===== src/logic/iftm_pkg.sv =====
/*
 * package of the input terminal function map: register offsets, field
 * layout, reset values, option codes, timing counts and the command struct.
 * assumes a single 100 mhz clock domain and a 32-bit apb register bus.
 */
package iftm_pkg;

   // ----------------------------------------------------------------------
   // geometry
   // ----------------------------------------------------------------------
   localparam int unsigned IFTM_NUM_TERM = 7;

   // ----------------------------------------------------------------------
   // register byte offsets
   // ----------------------------------------------------------------------
   localparam logic [7:0] IFTM_OFS_FUNC_LO = 8'h00; // terminals 1..4 function select
   localparam logic [7:0] IFTM_OFS_FUNC_HI = 8'h04; // terminals 5..7 function select
   localparam logic [7:0] IFTM_OFS_POL = 8'h08; // per-terminal active state
   localparam logic [7:0] IFTM_OFS_RESP_LO = 8'h0C; // terminals 1..4 response time
   localparam logic [7:0] IFTM_OFS_RESP_HI = 8'h10; // terminals 5..7 response time
   localparam logic [7:0] IFTM_OFS_STATUS = 8'h14; // live state, read only
   localparam logic [7:0] IFTM_OFS_ISTAT = 8'h18; // sticky events, write one to clear
   localparam logic [7:0] IFTM_OFS_IMASK = 8'h1C; // event enables
   localparam logic [7:0] IFTM_OFS_TRIP = 8'h20; // bit 0 write one clears trip

   // ----------------------------------------------------------------------
   // field positions
   // ----------------------------------------------------------------------
   localparam int unsigned IFTM_FLD_W = 8; // byte per terminal field
   localparam int unsigned IFTM_ST_TERM = 0; // status [6:0] asserted terminals
   localparam int unsigned IFTM_ST_SPEED = 8; // status [11:8] speed index
   localparam int unsigned IFTM_ST_RUN = 12; // status run
   localparam int unsigned IFTM_ST_TRIP = 13; // status trip held
   localparam int unsigned IFTM_ST_ERR = 16; // status [23:16] error code
   localparam int unsigned IFTM_ST_CNT = 24; // status [31:24] trip history count
   localparam int unsigned IFTM_EV_TRIP = 0; // event: trip latched
   localparam int unsigned IFTM_EV_REFUSE = 1; // event: setting refused
   localparam int unsigned IFTM_EV_CHANGE = 2; // event: terminal state changed
   localparam int unsigned IFTM_NUM_EV = 3;

   // ----------------------------------------------------------------------
   // option codes
   // ----------------------------------------------------------------------
   localparam logic [7:0] IFTM_OPT_FWD = 8'h00;
   localparam logic [7:0] IFTM_OPT_REV = 8'h01;
   localparam logic [7:0] IFTM_OPT_SPD0 = 8'h02;
   localparam logic [7:0] IFTM_OPT_SPD1 = 8'h03;
   localparam logic [7:0] IFTM_OPT_SPD2 = 8'h04;
   localparam logic [7:0] IFTM_OPT_SPD3 = 8'h05;
   localparam logic [7:0] IFTM_OPT_JOG = 8'h06;
   localparam logic [7:0] IFTM_OPT_DCB = 8'h07;
   localparam logic [7:0] IFTM_OPT_MOT2 = 8'h08;
   localparam logic [7:0] IFTM_OPT_RAMP2 = 8'h09;
   localparam logic [7:0] IFTM_OPT_COAST = 8'h0B;
   localparam logic [7:0] IFTM_OPT_EXT = 8'h0C;
   localparam logic [7:0] IFTM_OPT_RST = 8'h12;

   // ----------------------------------------------------------------------
   // reset values
   // ----------------------------------------------------------------------
   localparam logic [31:0] IFTM_RST_FUNC_LO = 32'h120C_0100; // fwd, rev, trip, reset
   localparam logic [31:0] IFTM_RST_FUNC_HI = 32'h0006_0302; // bit0, bit1, jog
   localparam logic [6:0] IFTM_RST_POL = 7'h00; // all normally open
   localparam logic [7:0] IFTM_RST_RESP = 8'h01; // one step each
   localparam logic [7:0] IFTM_ERR_NONE = 8'h00;
   localparam logic [7:0] IFTM_ERR_EXT = 8'h0C; // external trip error code

   // ----------------------------------------------------------------------
   // timing
   // ----------------------------------------------------------------------
   localparam int unsigned IFTM_CLK_HZ = 100_000_000;
   localparam int unsigned IFTM_STEP_MS = 2; // response time step
   localparam int unsigned IFTM_STEP_CYCLES = IFTM_CLK_HZ / 1000 * IFTM_STEP_MS;
   localparam logic [7:0] IFTM_RESP_MAX = 8'hC8; // 200 steps
   localparam logic [1:0] IFTM_PRIME_CYCLES = 2'h3; // filter bypass after reset

   // ----------------------------------------------------------------------
   // command bundle to the motor control
   // ----------------------------------------------------------------------
   typedef struct packed {
      logic run; // any run request active
      logic forward_run_cmd; // run forward
      logic reverse_run_cmd; // run reverse
      logic jog_cmd; // run at jog frequency
      logic [3:0] speed_sel; // multi-speed index
      logic dc_brake_cmd; // dc braking on deceleration
      logic motor2_select; // second parameter set
      logic second_ramp_select; // second-stage ramps
      logic coast_stop_cmd; // output off, motor coasts
      logic trip; // trip held
      logic [7:0] error_code; // shown error
   } iftm_cmd_t;

endpackage


===== src/logic/iftm_top.sv =====
/*
 * input terminal function map: seven filtered terminals, per-terminal
 * function select and active state, command outputs, trip latch, apb
 * register slave and one level interrupt.
 * assumes terminals are asynchronous to pclk and an apb master on pclk.
 */
module iftm_top
   import iftm_pkg::*;
#(
   parameter int unsigned STEP_CYCLES = IFTM_STEP_CYCLES // cycles per response step
) (
   input wire logic pclk, // apb clock, 100 mhz
   input wire logic presetn, // async reset, active low
   input wire logic psel, // apb select
   input wire logic penable, // apb enable
   input wire logic pwrite, // apb direction
   input wire logic [7:0] paddr, // apb byte address
   input wire logic [31:0] pwdata, // apb write data
   output logic [31:0] prdata, // apb read data
   output logic pready, // apb ready
   output logic pslverr, // apb error, unmapped address
   input wire logic [IFTM_NUM_TERM-1:0] term_pin, // raw terminal levels
   output iftm_cmd_t cmd, // commands to motor control
   output logic irq // level interrupt
);

   // ----------------------------------------------------------------------
   // declarations
   // ----------------------------------------------------------------------
   logic [7:0] func_r [IFTM_NUM_TERM];
   logic [7:0] resp_r [IFTM_NUM_TERM];
   logic [IFTM_NUM_TERM-1:0] pol_r;
   logic [IFTM_NUM_TERM-1:0] filt;
   logic [IFTM_NUM_TERM-1:0] asserted;
   logic [IFTM_NUM_TERM-1:0] asserted_prev_r;
   logic [31:0] fn_act;
   logic [31:0] step_cnt_r;
   logic step_tick_r;
   logic refuse_r;
   logic [IFTM_NUM_EV-1:0] istat_r;
   logic [IFTM_NUM_EV-1:0] imask_r;
   logic [IFTM_NUM_EV-1:0] ev;
   logic trip_r;
   logic [7:0] trip_cnt_r;
   logic ext_prev_r;
   logic rst_prev_r;
   logic trip_set;
   logic trip_clr;
   logic sw_trip_clr;
   logic acc;
   logic wr_en;
   logic [31:0] rdata_nxt;
   logic addr_ok;
   iftm_cmd_t cmd_nxt;

   // ----------------------------------------------------------------------
   // helpers
   // ----------------------------------------------------------------------

   // supported option codes
   function automatic logic opt_ok(input logic [7:0] code);
      opt_ok = (code <= IFTM_OPT_RAMP2) || (code == IFTM_OPT_COAST) ||
               (code == IFTM_OPT_EXT) || (code == IFTM_OPT_RST);
   endfunction

   // mapped register offsets
   function automatic logic map_ok(input logic [7:0] a);
      map_ok = (a == IFTM_OFS_FUNC_LO) || (a == IFTM_OFS_FUNC_HI) ||
               (a == IFTM_OFS_POL) || (a == IFTM_OFS_RESP_LO) ||
               (a == IFTM_OFS_RESP_HI) || (a == IFTM_OFS_STATUS) ||
               (a == IFTM_OFS_ISTAT) || (a == IFTM_OFS_IMASK) ||
               (a == IFTM_OFS_TRIP);
   endfunction

   // ----------------------------------------------------------------------
   // apb handshake
   // ----------------------------------------------------------------------

   // one wait state: pready rises in the second access cycle
   assign acc = psel && penable;
   assign wr_en = acc && pready && pwrite;
   assign addr_ok = map_ok(paddr);

   // ready, error and read data registers
   always_ff @(posedge pclk or negedge presetn) begin
      if (!presetn) begin
         pready <= 1'b0;
         pslverr <= 1'b0;
         prdata <= 32'h0000_0000;
      end else if (acc && !pready) begin
         pready <= 1'b1;
         pslverr <= !addr_ok;
         prdata <= pwrite ? 32'h0000_0000 : rdata_nxt;
      end else begin
         pready <= 1'b0;
         pslverr <= 1'b0;
      end
   end

   // ----------------------------------------------------------------------
   // terminal filters
   // ----------------------------------------------------------------------

   // shared response step prescaler
   always_ff @(posedge pclk or negedge presetn) begin
      if (!presetn) begin
         step_cnt_r <= 32'h0000_0000;
         step_tick_r <= 1'b0;
      end else if (step_cnt_r >= STEP_CYCLES - 1) begin
         step_cnt_r <= 32'h0000_0000;
         step_tick_r <= 1'b1;
      end else begin
         step_cnt_r <= step_cnt_r + 32'h0000_0001;
         step_tick_r <= 1'b0;
      end
   end

   // one filter per terminal
   generate
      for (genvar t = 0; t < IFTM_NUM_TERM; t++) begin : g_term
         iftm_term_filter u_filt (
            .pclk(pclk),
            .presetn(presetn),
            .pin(term_pin[t]),
            .tick(step_tick_r),
            .resp_time(resp_r[t]),
            .level(filt[t])
         );
      end
   endgenerate

   // active state conversion
   assign asserted = filt ^ pol_r;

   // ----------------------------------------------------------------------
   // configuration registers
   // ----------------------------------------------------------------------

   // function select and active state, with refusal of bad settings
   always_ff @(posedge pclk or negedge presetn) begin
      if (!presetn) begin
         for (int i = 0; i < 4; i++) begin
            func_r[i] <= IFTM_RST_FUNC_LO[i*IFTM_FLD_W +: IFTM_FLD_W];
         end
         for (int i = 4; i < IFTM_NUM_TERM; i++) begin
            func_r[i] <= IFTM_RST_FUNC_HI[(i-4)*IFTM_FLD_W +: IFTM_FLD_W];
         end
         pol_r <= IFTM_RST_POL;
         refuse_r <= 1'b0;
      end else begin
         refuse_r <= 1'b0;
         if (wr_en && (paddr == IFTM_OFS_FUNC_LO || paddr == IFTM_OFS_FUNC_HI)) begin
            for (int i = 0; i < IFTM_NUM_TERM; i++) begin
               if ((paddr == IFTM_OFS_FUNC_LO) == (i < 4)) begin
                  if (!opt_ok(pwdata[(i%4)*IFTM_FLD_W +: IFTM_FLD_W])) begin
                     refuse_r <= 1'b1;
                  end else begin
                     func_r[i] <= pwdata[(i%4)*IFTM_FLD_W +: IFTM_FLD_W];
                     if (pwdata[(i%4)*IFTM_FLD_W +: IFTM_FLD_W] == IFTM_OPT_RST && pol_r[i]) begin
                        pol_r[i] <= 1'b0;
                        refuse_r <= 1'b1;
                     end
                  end
               end
            end
         end
         if (wr_en && paddr == IFTM_OFS_POL) begin
            for (int i = 0; i < IFTM_NUM_TERM; i++) begin
               if (pwdata[i] && func_r[i] == IFTM_OPT_RST) begin
                  refuse_r <= 1'b1;
               end else begin
                  pol_r[i] <= pwdata[i];
               end
            end
         end
      end
   end

   // response times, values above the maximum are refused per field
   always_ff @(posedge pclk or negedge presetn) begin
      if (!presetn) begin
         for (int i = 0; i < IFTM_NUM_TERM; i++) begin
            resp_r[i] <= IFTM_RST_RESP;
         end
      end else if (wr_en && (paddr == IFTM_OFS_RESP_LO || paddr == IFTM_OFS_RESP_HI)) begin
         for (int i = 0; i < IFTM_NUM_TERM; i++) begin
            if ((paddr == IFTM_OFS_RESP_LO) == (i < 4) &&
                pwdata[(i%4)*IFTM_FLD_W +: IFTM_FLD_W] <= IFTM_RESP_MAX) begin
               resp_r[i] <= pwdata[(i%4)*IFTM_FLD_W +: IFTM_FLD_W];
            end
         end
      end
   end

   // ----------------------------------------------------------------------
   // function routing
   // ----------------------------------------------------------------------

   // or of all terminals per option code
   always_comb begin
      fn_act = 32'h0000_0000;
      for (int i = 0; i < IFTM_NUM_TERM; i++) begin
         if (func_r[i] < 8'h20) begin
            fn_act[func_r[i][4:0]] = fn_act[func_r[i][4:0]] | asserted[i];
         end
      end
   end

   // ----------------------------------------------------------------------
   // external trip latch
   // ----------------------------------------------------------------------
   assign trip_set = fn_act[IFTM_OPT_EXT[4:0]] && !ext_prev_r;
   assign sw_trip_clr = wr_en && paddr == IFTM_OFS_TRIP && pwdata[0];
   assign trip_clr = (fn_act[IFTM_OPT_RST[4:0]] && !rst_prev_r) || sw_trip_clr;

   // edge history of trip and reset functions
   always_ff @(posedge pclk or negedge presetn) begin
      if (!presetn) begin
         ext_prev_r <= 1'b0;
         rst_prev_r <= 1'b0;
      end else begin
         ext_prev_r <= fn_act[IFTM_OPT_EXT[4:0]];
         rst_prev_r <= fn_act[IFTM_OPT_RST[4:0]];
      end
   end

   // trip flag, a new edge wins over a clear
   always_ff @(posedge pclk or negedge presetn) begin
      if (!presetn) begin
         trip_r <= 1'b0;
      end else if (trip_set) begin
         trip_r <= 1'b1;
      end else if (trip_clr) begin
         trip_r <= 1'b0;
      end
   end

   // trip history, saturating, only device reset clears it
   always_ff @(posedge pclk or negedge presetn) begin
      if (!presetn) begin
         trip_cnt_r <= 8'h00;
      end else if (trip_set && trip_cnt_r != 8'hFF) begin
         trip_cnt_r <= trip_cnt_r + 8'h01;
      end
   end

   // ----------------------------------------------------------------------
   // command outputs
   // ----------------------------------------------------------------------

   // decode of the command bundle
   always_comb begin
      cmd_nxt = '0;
      cmd_nxt.trip = trip_r;
      cmd_nxt.error_code = trip_r ? IFTM_ERR_EXT : IFTM_ERR_NONE;
      cmd_nxt.coast_stop_cmd = fn_act[IFTM_OPT_COAST[4:0]] | trip_r;
      if (!cmd_nxt.coast_stop_cmd) begin
         cmd_nxt.forward_run_cmd = fn_act[IFTM_OPT_FWD[4:0]] & ~fn_act[IFTM_OPT_REV[4:0]];
         cmd_nxt.reverse_run_cmd = fn_act[IFTM_OPT_REV[4:0]] & ~fn_act[IFTM_OPT_FWD[4:0]];
         cmd_nxt.jog_cmd = fn_act[IFTM_OPT_JOG[4:0]];
      end
      cmd_nxt.run = cmd_nxt.forward_run_cmd | cmd_nxt.reverse_run_cmd | cmd_nxt.jog_cmd;
      cmd_nxt.speed_sel = {fn_act[IFTM_OPT_SPD3[4:0]], fn_act[IFTM_OPT_SPD2[4:0]],
                           fn_act[IFTM_OPT_SPD1[4:0]], fn_act[IFTM_OPT_SPD0[4:0]]};
      cmd_nxt.dc_brake_cmd = fn_act[IFTM_OPT_DCB[4:0]];
      cmd_nxt.motor2_select = fn_act[IFTM_OPT_MOT2[4:0]];
      cmd_nxt.second_ramp_select = fn_act[IFTM_OPT_RAMP2[4:0]];
   end

   // registered command bundle
   always_ff @(posedge pclk or negedge presetn) begin
      if (!presetn) begin
         cmd <= '0;
      end else begin
         cmd <= cmd_nxt;
      end
   end

   // ----------------------------------------------------------------------
   // interrupts
   // ----------------------------------------------------------------------

   // terminal change history
   always_ff @(posedge pclk or negedge presetn) begin
      if (!presetn) begin
         asserted_prev_r <= '0;
      end else begin
         asserted_prev_r <= asserted;
      end
   end

   // event vector
   always_comb begin
      ev = '0;
      ev[IFTM_EV_TRIP] = trip_set;
      ev[IFTM_EV_REFUSE] = refuse_r;
      ev[IFTM_EV_CHANGE] = asserted != asserted_prev_r;
   end

   // sticky status, write one to clear, set wins
   always_ff @(posedge pclk or negedge presetn) begin
      if (!presetn) begin
         istat_r <= '0;
      end else if (wr_en && paddr == IFTM_OFS_ISTAT) begin
         istat_r <= (istat_r & ~pwdata[IFTM_NUM_EV-1:0]) | ev;
      end else begin
         istat_r <= istat_r | ev;
      end
   end

   // mask register
   always_ff @(posedge pclk or negedge presetn) begin
      if (!presetn) begin
         imask_r <= '0;
      end else if (wr_en && paddr == IFTM_OFS_IMASK) begin
         imask_r <= pwdata[IFTM_NUM_EV-1:0];
      end
   end

   // interrupt line
   always_ff @(posedge pclk or negedge presetn) begin
      if (!presetn) begin
         irq <= 1'b0;
      end else begin
         irq <= |(istat_r & imask_r);
      end
   end

   // ----------------------------------------------------------------------
   // read mux
   // ----------------------------------------------------------------------
   always_comb begin
      rdata_nxt = 32'h0000_0000;
      unique case (paddr)
         IFTM_OFS_FUNC_LO: rdata_nxt = {func_r[3], func_r[2], func_r[1], func_r[0]};
         IFTM_OFS_FUNC_HI: rdata_nxt = {8'h00, func_r[6], func_r[5], func_r[4]};
         IFTM_OFS_POL: rdata_nxt[IFTM_NUM_TERM-1:0] = pol_r;
         IFTM_OFS_RESP_LO: rdata_nxt = {resp_r[3], resp_r[2], resp_r[1], resp_r[0]};
         IFTM_OFS_RESP_HI: rdata_nxt = {8'h00, resp_r[6], resp_r[5], resp_r[4]};
         IFTM_OFS_STATUS: begin
            rdata_nxt[IFTM_ST_TERM +: IFTM_NUM_TERM] = asserted;
            rdata_nxt[IFTM_ST_SPEED +: 4] = cmd.speed_sel;
            rdata_nxt[IFTM_ST_RUN] = cmd.run;
            rdata_nxt[IFTM_ST_TRIP] = trip_r;
            rdata_nxt[IFTM_ST_ERR +: 8] = cmd.error_code;
            rdata_nxt[IFTM_ST_CNT +: 8] = trip_cnt_r;
         end
         IFTM_OFS_ISTAT: rdata_nxt[IFTM_NUM_EV-1:0] = istat_r;
         IFTM_OFS_IMASK: rdata_nxt[IFTM_NUM_EV-1:0] = imask_r;
         IFTM_OFS_TRIP: rdata_nxt[0] = trip_r;
         default: rdata_nxt = 32'h0000_0000;
      endcase
   end

endmodule // iftm_top


===== src/logic/iftm_term_filter.sv =====
/*
 * one input terminal: two-flop synchroniser and response-time filter.
 * assumes a shared step tick from the parent and a response time in steps.
 */
module iftm_term_filter
   import iftm_pkg::*;
(
   input wire logic pclk, // system clock
   input wire logic presetn, // async reset, active low
   input wire logic pin, // raw terminal level
   input wire logic tick, // one pulse per response step
   input wire logic [7:0] resp_time, // response time in steps
   output logic level // filtered level
);

   logic sync1_r;
   logic sync2_r;
   logic [7:0] cnt_r;
   logic [1:0] prime_r;

   // two-flop synchroniser
   always_ff @(posedge pclk or negedge presetn) begin
      if (!presetn) begin
         sync1_r <= 1'b0;
         sync2_r <= 1'b0;
      end else begin
         sync1_r <= pin;
         sync2_r <= sync1_r;
      end
   end

   // response filter, bypassed while priming after reset
   always_ff @(posedge pclk or negedge presetn) begin
      if (!presetn) begin
         level <= 1'b0;
         cnt_r <= 8'h00;
         prime_r <= 2'h0;
      end else if (prime_r != IFTM_PRIME_CYCLES) begin
         prime_r <= prime_r + 2'h1;
         level <= sync2_r;
         cnt_r <= 8'h00;
      end else if (sync2_r == level) begin
         cnt_r <= 8'h00;
      end else if (cnt_r >= resp_time) begin
         level <= sync2_r;
         cnt_r <= 8'h00;
      end else if (tick) begin
         cnt_r <= cnt_r + 8'h01;
      end
   end

endmodule // iftm_term_filter


===== config.mk =====
export PLATFORM = sky130hd
export DESIGN_NAME = iftm_top
export DESIGN_NICKNAME = d
export VERILOG_FILES = /design/src/logic/iftm_pkg.sv /design/src/logic/iftm_top.sv /design/src/logic/iftm_term_filter.sv
export SDC_FILE = /design/constraint.sdc
export NUM_CORES = 1
export LEC_CHECK = 0
export BUFFER_PORTS_ARGS = -buffer_cell sky130_fd_sc_hd__buf_2
export CAP_MARGIN = 20
export CORE_MARGIN = 2
export CORE_UTILIZATION = 45
export DETAILED_ROUTE_END_ITERATION = 12
export GPL_ROUTABILITY_DRIVEN = 1
export PLACE_DENSITY_LB_ADDON = 0.3
export RECOVER_POWER = 25
export SLEW_MARGIN = 25
export SYNTH_ARGS = -nofsm -noshare
export SYNTH_HDL_FRONTEND = slang
export SYNTH_SLANG_ARGS = --single-unit

===== constraint.sdc =====
create_clock -name pclk -period 18.7 [get_ports pclk]
set_input_delay 3.74 -clock pclk [delete_from_list [all_inputs] [get_ports pclk]]
set_output_delay 3.74 -clock pclk [all_outputs]
set_load 0.02 [all_outputs]

==> results of run 1 <==
==> state kept, by name, indices dropped and copies added, names as in the netlist, 8 cells and up <==
name / flops
cmd: 13
g_term.u_filt.prime_r: 14
prdata: 32
step_cnt_r: 32
func_r: 56
resp_r: 56
trip_cnt_r: 8
g_term.u_filt.cnt_r: 56
==> worst max-delay path by stage <==
stage,depth (start not counted),from,slack [ns],to
CTS,24,pol_r[0]$_DFF_PN0_,9.09,trip_cnt_r[1]$_DFFE_PN0P_
finish,24,pol_r[0]$_DFF_PN0_,8.68,cmd[17]$_DFF_PN0_
global route,24,pol_r[0]$_DFF_PN0_,7.92,trip_cnt_r[1]$_DFFE_PN0P_
global placement,23,g_term[0].u_filt.level$_DFFE_PN0P_,9.52,trip_cnt_r[1]$_DFFE_PN0P_
floorplan,25,func_r[40]$_DFFE_PN1P_,12.62,trip_cnt_r[1]$_DFFE_PN0P_
detailed placement,24,pol_r[0]$_DFF_PN0_,9.15,cmd[17]$_DFF_PN0_
==> logic make-up after synthesis <==
logic type | count (synthesis) | share of synthesized area
AOI/OAI and AO/OA | 662 | 0.211
xor gates and xnor gates | 110 | 0.0448
other | 1 | 0.000174
adders and majority gates | 72 | 0.0419
buffers and inverters | 241 | 0.0449
and+or+nand+nor | 1088 | 0.250
DFF | 316 | 0.368
muxes | 76 | 0.0386
==> cell usage after synthesis (41+ instances only) <==
cell / number
sky130_fd_sc_hd__dfrtp_1: 299
sky130_fd_sc_hd__nand2_1: 286
sky130_fd_sc_hd__nor2_1: 271
sky130_fd_sc_hd__o21ai_0: 166
sky130_fd_sc_hd__clkbuf_1: 117
sky130_fd_sc_hd__a21oi_1: 116
sky130_fd_sc_hd__nand3_1: 114
sky130_fd_sc_hd__inv_1: 85
sky130_fd_sc_hd__nor3_1: 77
sky130_fd_sc_hd__ha_1: 72
sky130_fd_sc_hd__xor2_1: 68
sky130_fd_sc_hd__mux2_2: 54
sky130_fd_sc_hd__a31oi_1: 44
sky130_fd_sc_hd__xnor2_1: 42
sky130_fd_sc_hd__nand4_1: 41
==> worst max-delay path, cell delays in order, from the launching register on <==
cell                       delay [ns]
sky130_fd_sc_hd__dfrtp_1         0.42
sky130_fd_sc_hd__xnor2_1         0.74
sky130_fd_sc_hd__inv_1           0.39
sky130_fd_sc_hd__nand2b_1        0.34
sky130_fd_sc_hd__o41ai_2         0.20
sky130_fd_sc_hd__or3_1           0.60
sky130_fd_sc_hd__a211o_1         0.51
sky130_fd_sc_hd__nor3_2          0.90
sky130_fd_sc_hd__o211ai_1        0.24
sky130_fd_sc_hd__a211oi_2        0.40
sky130_fd_sc_hd__nand4_1         0.13
sky130_fd_sc_hd__buf_4           0.23
sky130_fd_sc_hd__nor4_1          0.30
sky130_fd_sc_hd__o21ai_1         0.33
sky130_fd_sc_hd__nor3_2          0.82
sky130_fd_sc_hd__a31oi_1         0.31
sky130_fd_sc_hd__a311oi_2        0.53
sky130_fd_sc_hd__nand3_2         0.17
sky130_fd_sc_hd__nor3_2          0.82
sky130_fd_sc_hd__a21oi_1         0.20
sky130_fd_sc_hd__o221ai_2        0.27
sky130_fd_sc_hd__o31a_2          0.24
sky130_fd_sc_hd__o21a_1          0.40
sky130_fd_sc_hd__o21a_4          0.22
sky130_fd_sc_hd__nor3b_2         0.16
==> area by class of cell <==
type	instances	area, µm²
Clock buffer	55	1060
Multi-Input combinational cell	2028	12700
Inverter	87	327
Fill cell	4596	23800
Clock inverter	11	116
Tap cell	615	769
Timing Repair Buffer	131	734
Sequential cell	316	7930
==> power by group through the flow <==
| stage | Clock [mW] | Combinational, mW | Sequential (mW) |
|---|---|---|---|
| finish | 0.701 | 0.0937 | 0.712 |
| global route | 0.741 | 0.105 | 0.714 |
| CTS | 0.711 | 0.0943 | 0.712 |
| detailed placement | 0 | 0.0936 | 0.724 |
| global placement | 0 | 0.0908 | 0.723 |
| floorplan | 0 | 0.0519 | 0.720 |
==> layer usage <==
layer	wire (µm)	global-route usage
met5	0	0
met4	4170	0.158
met3	6920	0.0526
met2	37900	0.523
met1	35800	0.463
==> impl_summary.txt, run 1 <==
----------------------------------------------------
[Run status]
  Run status ... finished with violations
  Violations in the final reports ... max-capacitance violations, max-slew violations

[Floorplan]
  Die Outline Area ... 49600 µm²
  FP Rows ... 80
  Die height ... 223 µm
  Core outline area ... 47400 µm²
  Number of placed I/O pins ... 108
  Effective utilization at floorplan ... 0.454
  Horizontal extent of the die ... 223 µm

[Synthesis]
  Top cells by area in the synthesized netlist ... sky130_fd_sc_hd__dfrtp_1 (35%), sky130_fd_sc_hd__nand2_1 (5.0%), sky130_fd_sc_hd__nor2_1 (4.7%), sky130_fd_sc_hd__ha_1 (4.2%), sky130_fd_sc_hd__o21ai_0 (3.9%)
  Sequential element share of the synthesized area ... 0.368
  Most common flop cell mapped by yosys ... sky130_fd_sc_hd__dfrtp_1
  Mapped Cells ... 2566
  Post-synth top area cell ... sky130_fd_sc_hd__dfrtp_1
  Count of flip-flops with a built-in enable after synthesis ... 0
  Number of warnings printed during yosys synthesis ... 0
  FFs w/ async S/R, synth ... 1.00
  Per-instance average area after synthesis ... 8.39 µm²
  Summed instance area of the synthesized netlist ... 21500 µm²
  Count of cell types in the netlist ... 99
  Post-synthesis register bit count ... 316
  Synth top area share ... 0.348

[Worst setup path]
  Maximum net fanout on the critical path ... 20
  Critical path class ... flop to flop
  R2R cell count ... 24
  CP startpoint kind ... flop
  Arrival time of the worst setup path ... 10.49 ns
  Data required time at the worst endpoint ... 19.17 ns
  Destination of the worst register-to-register timing path ... cmd[17]$_DFF_PN0_
  FF-to-FF setup slack ... 8.68 ns
  Type of destination of the critical path ... flop
  Launching point of the worst reg2reg path ... pol_r[0]$_DFF_PN0_

[Clock tree]
  Bufs on Longest Clock Path ... 3
  Buffers inserted by post-CTS timing repair ... 0
  # clock sinks ... 316
  Count of cells resized by post-cts repair ... 0
  Clk slew on worst S/H paths ... 0.06 ns
  Clock latency reported for the late side of the worst-skew pair ... 0.56 ns
  TritonCTS clock tree ... built
  Inserted Clock Buffers ... 36
  Root Buffer ... sky130_fd_sc_hd__clkbuf_16
  H-Tree Depth ... 2
  # hold bufs at CTS ... 0

[Drt]
  Detailed-route wire length ... 84800 µm
  Initial drt markers ... 2732
  Detailed-route vias per instance ... 6.58
  Via count ... 21327
  DRC violations left ... 0
  Number of detailed-routing iterations run before antenna repair ... 8
  Routed length per instance ... 26.1 µm
  Antenna-violating nets left ... 0

[Pwr]
  Switching power ... 0.370 mW
  Combinational share of power ... 0.062
  Power density normalized to cell area ... 63.6 nW/µm²
  Switching portion of total power ... 0.246
  Int Pwr ... 1.14 mW
  Sequential fraction of design power ... 0.473
  Worst ir drop on vdd ... 0.0000803 V
  Clock share of power ... 0.465
  Post-layout total power ... 1.51 mW
  P_leak ... 10.1 nW

[STA]
  Final critical delay including setup and external delays ... 10.02 ns
  Final total negative setup slack ... 0 ns
  Setup skew after layout ... 0.0313 ns
  Slew at the pin with the worst max-slew slack ... 5.05 ns
  Setup repair after global routing missed its margin ... false
  Fin. max-slew vios ... 92
  Maximum clock frequency ... 0.0998 GHz
  Minimum hold slack ... 0.343 ns
  Number of failing hold endpoints at the final stage ... 0
  Fin crit share ... 0.536
  Final setup fails ... 0
  Worst-case setup margin in the final layout ... 8.68 ns
  Worst slew margin relative to its limit ... -2.36

[GRT]
  Wire length of the first global-routing pass ... 128000 µm
  Global route overflow ... 0
  Total global-route track usage ... 0.337
  Vias in the first global route ... 20388
  Maximum number of pins on one net before global-route repair ... 161
  Initial antenna violation count ... 0

[Finish]
  Area growth from synthesis to final layout ... 10.1%
  Core occupancy in the finished layout ... 0.499
  Share of final-layout standard cells stronger than drive strength 1 ... 0.118
  Number of nets in the layout ... 2724
  Layout Cells excl Fill ... 3243
  Commonest non-fill, non-tap cell in the layout ... sky130_fd_sc_hd__dfrtp_1
  Most used cells in the layout excluding fill and tap cells ... sky130_fd_sc_hd__dfrtp_1 (298), sky130_fd_sc_hd__nand2_1 (286), sky130_fd_sc_hd__nor2_1 (270)
  Post-route standard cell area excluding fillers ... 23700 µm²
  ANT cells ... 0

[Hold path]
  Hold path start ... g_term[4].u_filt.sync1_r$_DFF_PN0_
  Terminating pin of the worst hold path ... g_term[4].u_filt.sync2_r$_DFF_PN0_
  Number of stages on the worst hold path ... 0
  Path category of the worst min-delay check ... flop to flop

[Placed design]
  Number of placed instances, taps included ... 3177
  Gp weighted congestion ... 1.03
  Placement-stage cell area ... 22500 µm²
  Port Buffer Count ... 101
  Post-DP HPWL ... 64700 µm
  Worst Setup Slack post-DPL ... 9.15 ns

[Flow run]
  Total of max-cap violations ... 1

----------------------------------------------------
Power figures use the tool's default switching activity.
==> run 2: changes to the inputs <==
--- a/config.mk
+++ b/config.mk
@@ -5,6 +5,7 @@
 export SDC_FILE = /design/constraint.sdc
 export NUM_CORES = 1
 export LEC_CHECK = 0
+export ABC_AREA = 1
 export BUFFER_PORTS_ARGS = -buffer_cell sky130_fd_sc_hd__buf_2
 export CAP_MARGIN = 20
 export CORE_MARGIN = 2
==> constraint.sdc (replaced) <==
create_clock -name pclk -period 8.65 [get_ports pclk]
set_input_delay 1.73 -clock pclk [delete_from_list [all_inputs] [get_ports pclk]]
set_output_delay 1.73 -clock pclk [all_outputs]
set_load 0.02 [all_outputs]
==> impl_summary.txt, run 2 <==
----------------------------------------------------
[STA]
  Setup skew after layout ... 0.0352 ns (+0.00387 ns)
  Fin. max-slew vios ... 131 (+42%)
  Fin crit share ... 0.912 (+0.376)
  Setup repair after global routing missed its margin ... false
  Worst slew margin relative to its limit ... -2.31 (+0.0561)
  Maximum clock frequency ... 0.127 GHz (+27%)
  Final setup fails ... 0 (unchanged)
  Number of failing hold endpoints at the final stage ... 0 (unchanged)
  Slew at the pin with the worst max-slew slack ... 4.96 ns (-0.0842 ns)
  Final critical delay including setup and external delays ... 7.89 ns (-2.13 ns)
  Worst-case setup margin in the final layout ... 0.761 ns (-7.92 ns)
  Final total negative setup slack ... 0 ns (unchanged)

[Clock tree]
  H-Tree Depth ... 2 (unchanged)
  # clock sinks ... 316 (unchanged)
  Clock latency reported for the late side of the worst-skew pair ... 0.58 ns (+0.02 ns)
  Root Buffer ... sky130_fd_sc_hd__clkbuf_16
  Bufs on Longest Clock Path ... 3 (unchanged)
  Clk slew on worst S/H paths ... 0.06 ns (about the same)
  Inserted Clock Buffers ... 37 (+2.8%)
  TritonCTS clock tree ... built

[Synthesis]
  Synthesized-area fraction occupied by xor and xnor cells ... 0.0294 (-0.0154)
  Sequential element share of the synthesized area ... 0.375 (+0.00668)
  Area fraction in and, or, nand and nor cells after synthesis ... 0.320 (+0.0704)
  Per-instance average area after synthesis ... 7.10 µm² (-15%)
  Post-synth top area cell ... sky130_fd_sc_hd__dfrtp_1
  Most frequent cell after synthesis ... sky130_fd_sc_hd__nand2_1
  Summed instance area of the synthesized netlist ... 21100 µm² (-1.8%)
  Count of flip-flops with a built-in enable after synthesis ... 0 (unchanged)
  Synth top area share ... 0.354 (+0.00630)
  Top cells by area in the synthesized netlist ... sky130_fd_sc_hd__dfrtp_1 (35%), sky130_fd_sc_hd__nand2_1 (11%), sky130_fd_sc_hd__nor2_1 (7.7%), sky130_fd_sc_hd__inv_1 (5.9%), sky130_fd_sc_hd__o21ai_0 (5.8%)
  Mapped Cells ... 2978 (+16%)
  Combinational family with the most area after synthesis ... simple AND/OR/NAND/NOR gates
  Count of cell types in the netlist ... 48 (-52%)
  Post-synthesis share of cell area spent on full adders, half adders and majority gates ... 0.0426 (+0.000758)
  Post-synth top cells ... sky130_fd_sc_hd__nand2_1 (604), sky130_fd_sc_hd__nor2_1 (434), sky130_fd_sc_hd__inv_1 (331), sky130_fd_sc_hd__dfrtp_1 (299), sky130_fd_sc_hd__o21ai_0 (245)
  Number of warnings printed during yosys synthesis ... 0 (unchanged)
  FFs w/ async S/R, synth ... 1.00 (unchanged)
  Share of cell area taken by muxes after synthesis ... 0.00639 (-0.0322)
  Compound-cell area share of the yosys netlist ... 0.139 (-0.0716)
  Post-synthesis register bit count ... 316 (unchanged)
  Most common flop cell mapped by yosys ... sky130_fd_sc_hd__dfrtp_1

[Floorplan]
  Number of placed I/O pins ... 108 (unchanged)
  Die Outline Area ... 48700 µm² (-1.7%)
  Die height ... 221 µm (-0.88%)
  Effective utilization at floorplan ... 0.455 (+0.00141)
  Horizontal extent of the die ... 221 µm (-0.88%)
  Core outline area ... 46500 µm² (-2.1%)
  FP Rows ... 79 (-1.3%)

[Drt]
  Via count ... 21852 (+2.5%)
  Routed length per instance ... 21.3 µm (-18%)
  Number of detailed-routing iterations run before antenna repair ... 6 (-2)
  Initial drt markers ... 2629 (-3.8%)
  Antenna-violating nets left ... 0 (unchanged)
  DRC violations left ... 0 (unchanged)
  Detailed-route wire length ... 79400 µm (-6.4%)
  Detailed-route vias per instance ... 5.87 (-11%)

[Worst setup path]
  Data required time at the worst endpoint ... 9.10 ns (-10.07 ns)
  Cell mode on critical path ... sky130_fd_sc_hd__nand2_1
  Peak per-stage delay on the critical path ... 0.55 ns (-0.35 ns)
  Maximum net fanout on the critical path ... 33 (+65%)
  Launching point of the worst reg2reg path ... func_r[55]$_DFFE_PN0P_
  Arrival time of the worst setup path ... 8.34 ns (-2.15 ns)
  Type of destination of the critical path ... flop
  Destination of the worst register-to-register timing path ... trip_cnt_r[2]$_DFFE_PN0P_
  Critical path class ... flop to flop
  R2R cell count ... 54 (+130%)
  CP startpoint kind ... flop
  FF-to-FF setup slack ... 0.76 ns (-7.92 ns)
  Crit-path slowest cell ... sky130_fd_sc_hd__nor2_1

[Finish]
  Number of nets in the layout ... 3214 (+18%)
  Share of final-layout standard cells stronger than drive strength 1 ... 0.0924 (-0.0255)
  Commonest non-fill, non-tap cell in the layout ... sky130_fd_sc_hd__nand2_1
  Largest registers in the final layout ... func_r x56, g_term.u_filt.cnt_r x56, resp_r x56
  ANT cells ... 0 (unchanged)
  Area growth from synthesis to final layout ... 11.7%
  Most used cells in the layout excluding fill and tap cells ... sky130_fd_sc_hd__nand2_1 (604), sky130_fd_sc_hd__nor2_1 (434), sky130_fd_sc_hd__inv_1 (331)
  Number of fillers in the final layout ... 4613 (+0.37%)

[Placed design]
  Port Buffer Count ... 101 (unchanged)
  Worst Setup Slack post-DPL ... 0.568 ns (-8.58 ns)
  Post-DP HPWL ... 60700 µm (-6.1%)
  Gp weighted congestion ... 1.00 (-2.4%)

[Run status]
  Run status ... finished with violations
  Violations in the final reports ... max-capacitance violations, max-slew violations

[Pwr]
  Worst ir drop on vdd ... 0.000156 V (+94%)
  Power density normalized to cell area ... 141 nW/µm² (+120%)
  P_leak ... 10.8 nW (+6.4%)
  Post-layout total power ... 3.32 mW (+120%)

[Flow run]
  Total of max-cap violations ... 2 (+1)

[Hold path]
  Hold path start ... g_term[6].u_filt.sync1_r$_DFF_PN0_
  Path category of the worst min-delay check ... flop to flop
  Terminating pin of the worst hold path ... g_term[6].u_filt.sync2_r$_DFF_PN0_
  Number of stages on the worst hold path ... 0 (unchanged)

[GRT]
  Wire length of the first global-routing pass ... 121000 µm (-5.2%)
  Initial antenna violation count ... 1 (+1)
  Maximum number of pins on one net before global-route repair ... 129 (-20%)
  Total global-route track usage ... 0.326 (-0.0109)
  Vias in the first global route ... 20538 (+0.74%)
  Global route overflow ... 0 (unchanged)

----------------------------------------------------
run 2: how the worst max path moves through the flow:
stage	start	end	slack (ns)	depth (start not counted)
6_report	func_r[55]$_DFFE_PN0P_	trip_cnt_r[2]$_DFFE_PN0P_	0.76	54
5_1_grt	g_term[0].u_filt.level$_DFFE_PN0P_	trip_cnt_r[2]$_DFFE_PN0P_	0.03	54
4_1_cts	g_term[0].u_filt.level$_DFFE_PN0P_	trip_cnt_r[6]$_DFFE_PN0P_	0.56	55
3_5_place_dp	g_term[0].u_filt.level$_DFFE_PN0P_	trip_cnt_r[1]$_DFFE_PN0P_	0.57	55
3_3_place_gp	pol_r[0]$_DFF_PN0_	trip_cnt_r[3]$_DFFE_PN0P_	0.64	55
2_1_floorplan	pol_r[0]$_DFF_PN0_	trip_r$_DFFE_PN0P_	2.92	50
run 2: routing by layer:
layer | track usage | share of wire | vias to the layer above
met1 | 0.452 | 0.43 | 10483
met2 | 0.518 | 0.46 | 996
li1 | - | - | 10185
met4 | 0.125 | 0.040 | 2
met3 | 0.0460 | 0.075 | 186
met5 | 0 | 0.00015 | -
run 2: kinds of logic (layout without fill, tap and decap cells):
kind of cell	after synthesis	after routing
mux	12	12
other cells	1	20
compound gates	519	519
flops	316	316
fa+ha+maj	72	72
buf+inv	452	570
simple gates	1535	1536
xor+xnor	71	71
run 2: critical path: cells and delay by family (launching register included):
kind / cells / cell delay (ns)
buf+inv: 4 / 0.69
flops: 1 / 0.39
simple gates: 44 / 5.90
compound gates: 6 / 0.76
run 2: cell type report:
class / count / area [µm²] / area share
timing repair buffer: 153 / 916 / 0.0388
multi-input combinational: 2230 / 11500 / 0.486
sequential: 316 / 7930 / 0.336
clock inverter: 11 / 143 / 0.00604
tap: 607 / 759 / 0.0322
clock buffer: 54 / 1070 / 0.0454
inverter: 352 / 1320 / 0.0560
run 2: stage by stage:
| stage | std cells | util | hold WS [ns] | area [µm²] |
|---|---|---|---|---|
| 6_report | 3723 | 0.508 | 0.348 | 23600 |
| 3_3_place_gp | 3643 | 0.480 | 0.333 | 22300 |
| 4_1_cts | 3708 | 0.506 | 0.350 | 23500 |
| 5_1_grt | 3723 | 0.508 | 0.354 | 23600 |
| 2_1_floorplan | 2997 | - | 0.331 | 21200 |
| 3_5_place_dp | 3643 | 0.480 | 0.337 | 22300 |
run 2: what timing repair did:
action                                  4_1_cts  5_1_grt
hold buffers                                  0        0
setup buffers                                 0       13
gates resized for setup                       0        2
endpoints found under the setup margin        0       24
run 2: power by group:
part / switching (mW) / internal, mW / total (mW)
logic: 0.147 / 0.0650 / 0.212
clock network: 0.652 / 0.926 / 1.58
registers: 0.0271 / 1.51 / 1.54
total: 0.825 / 2.50 / 3.32
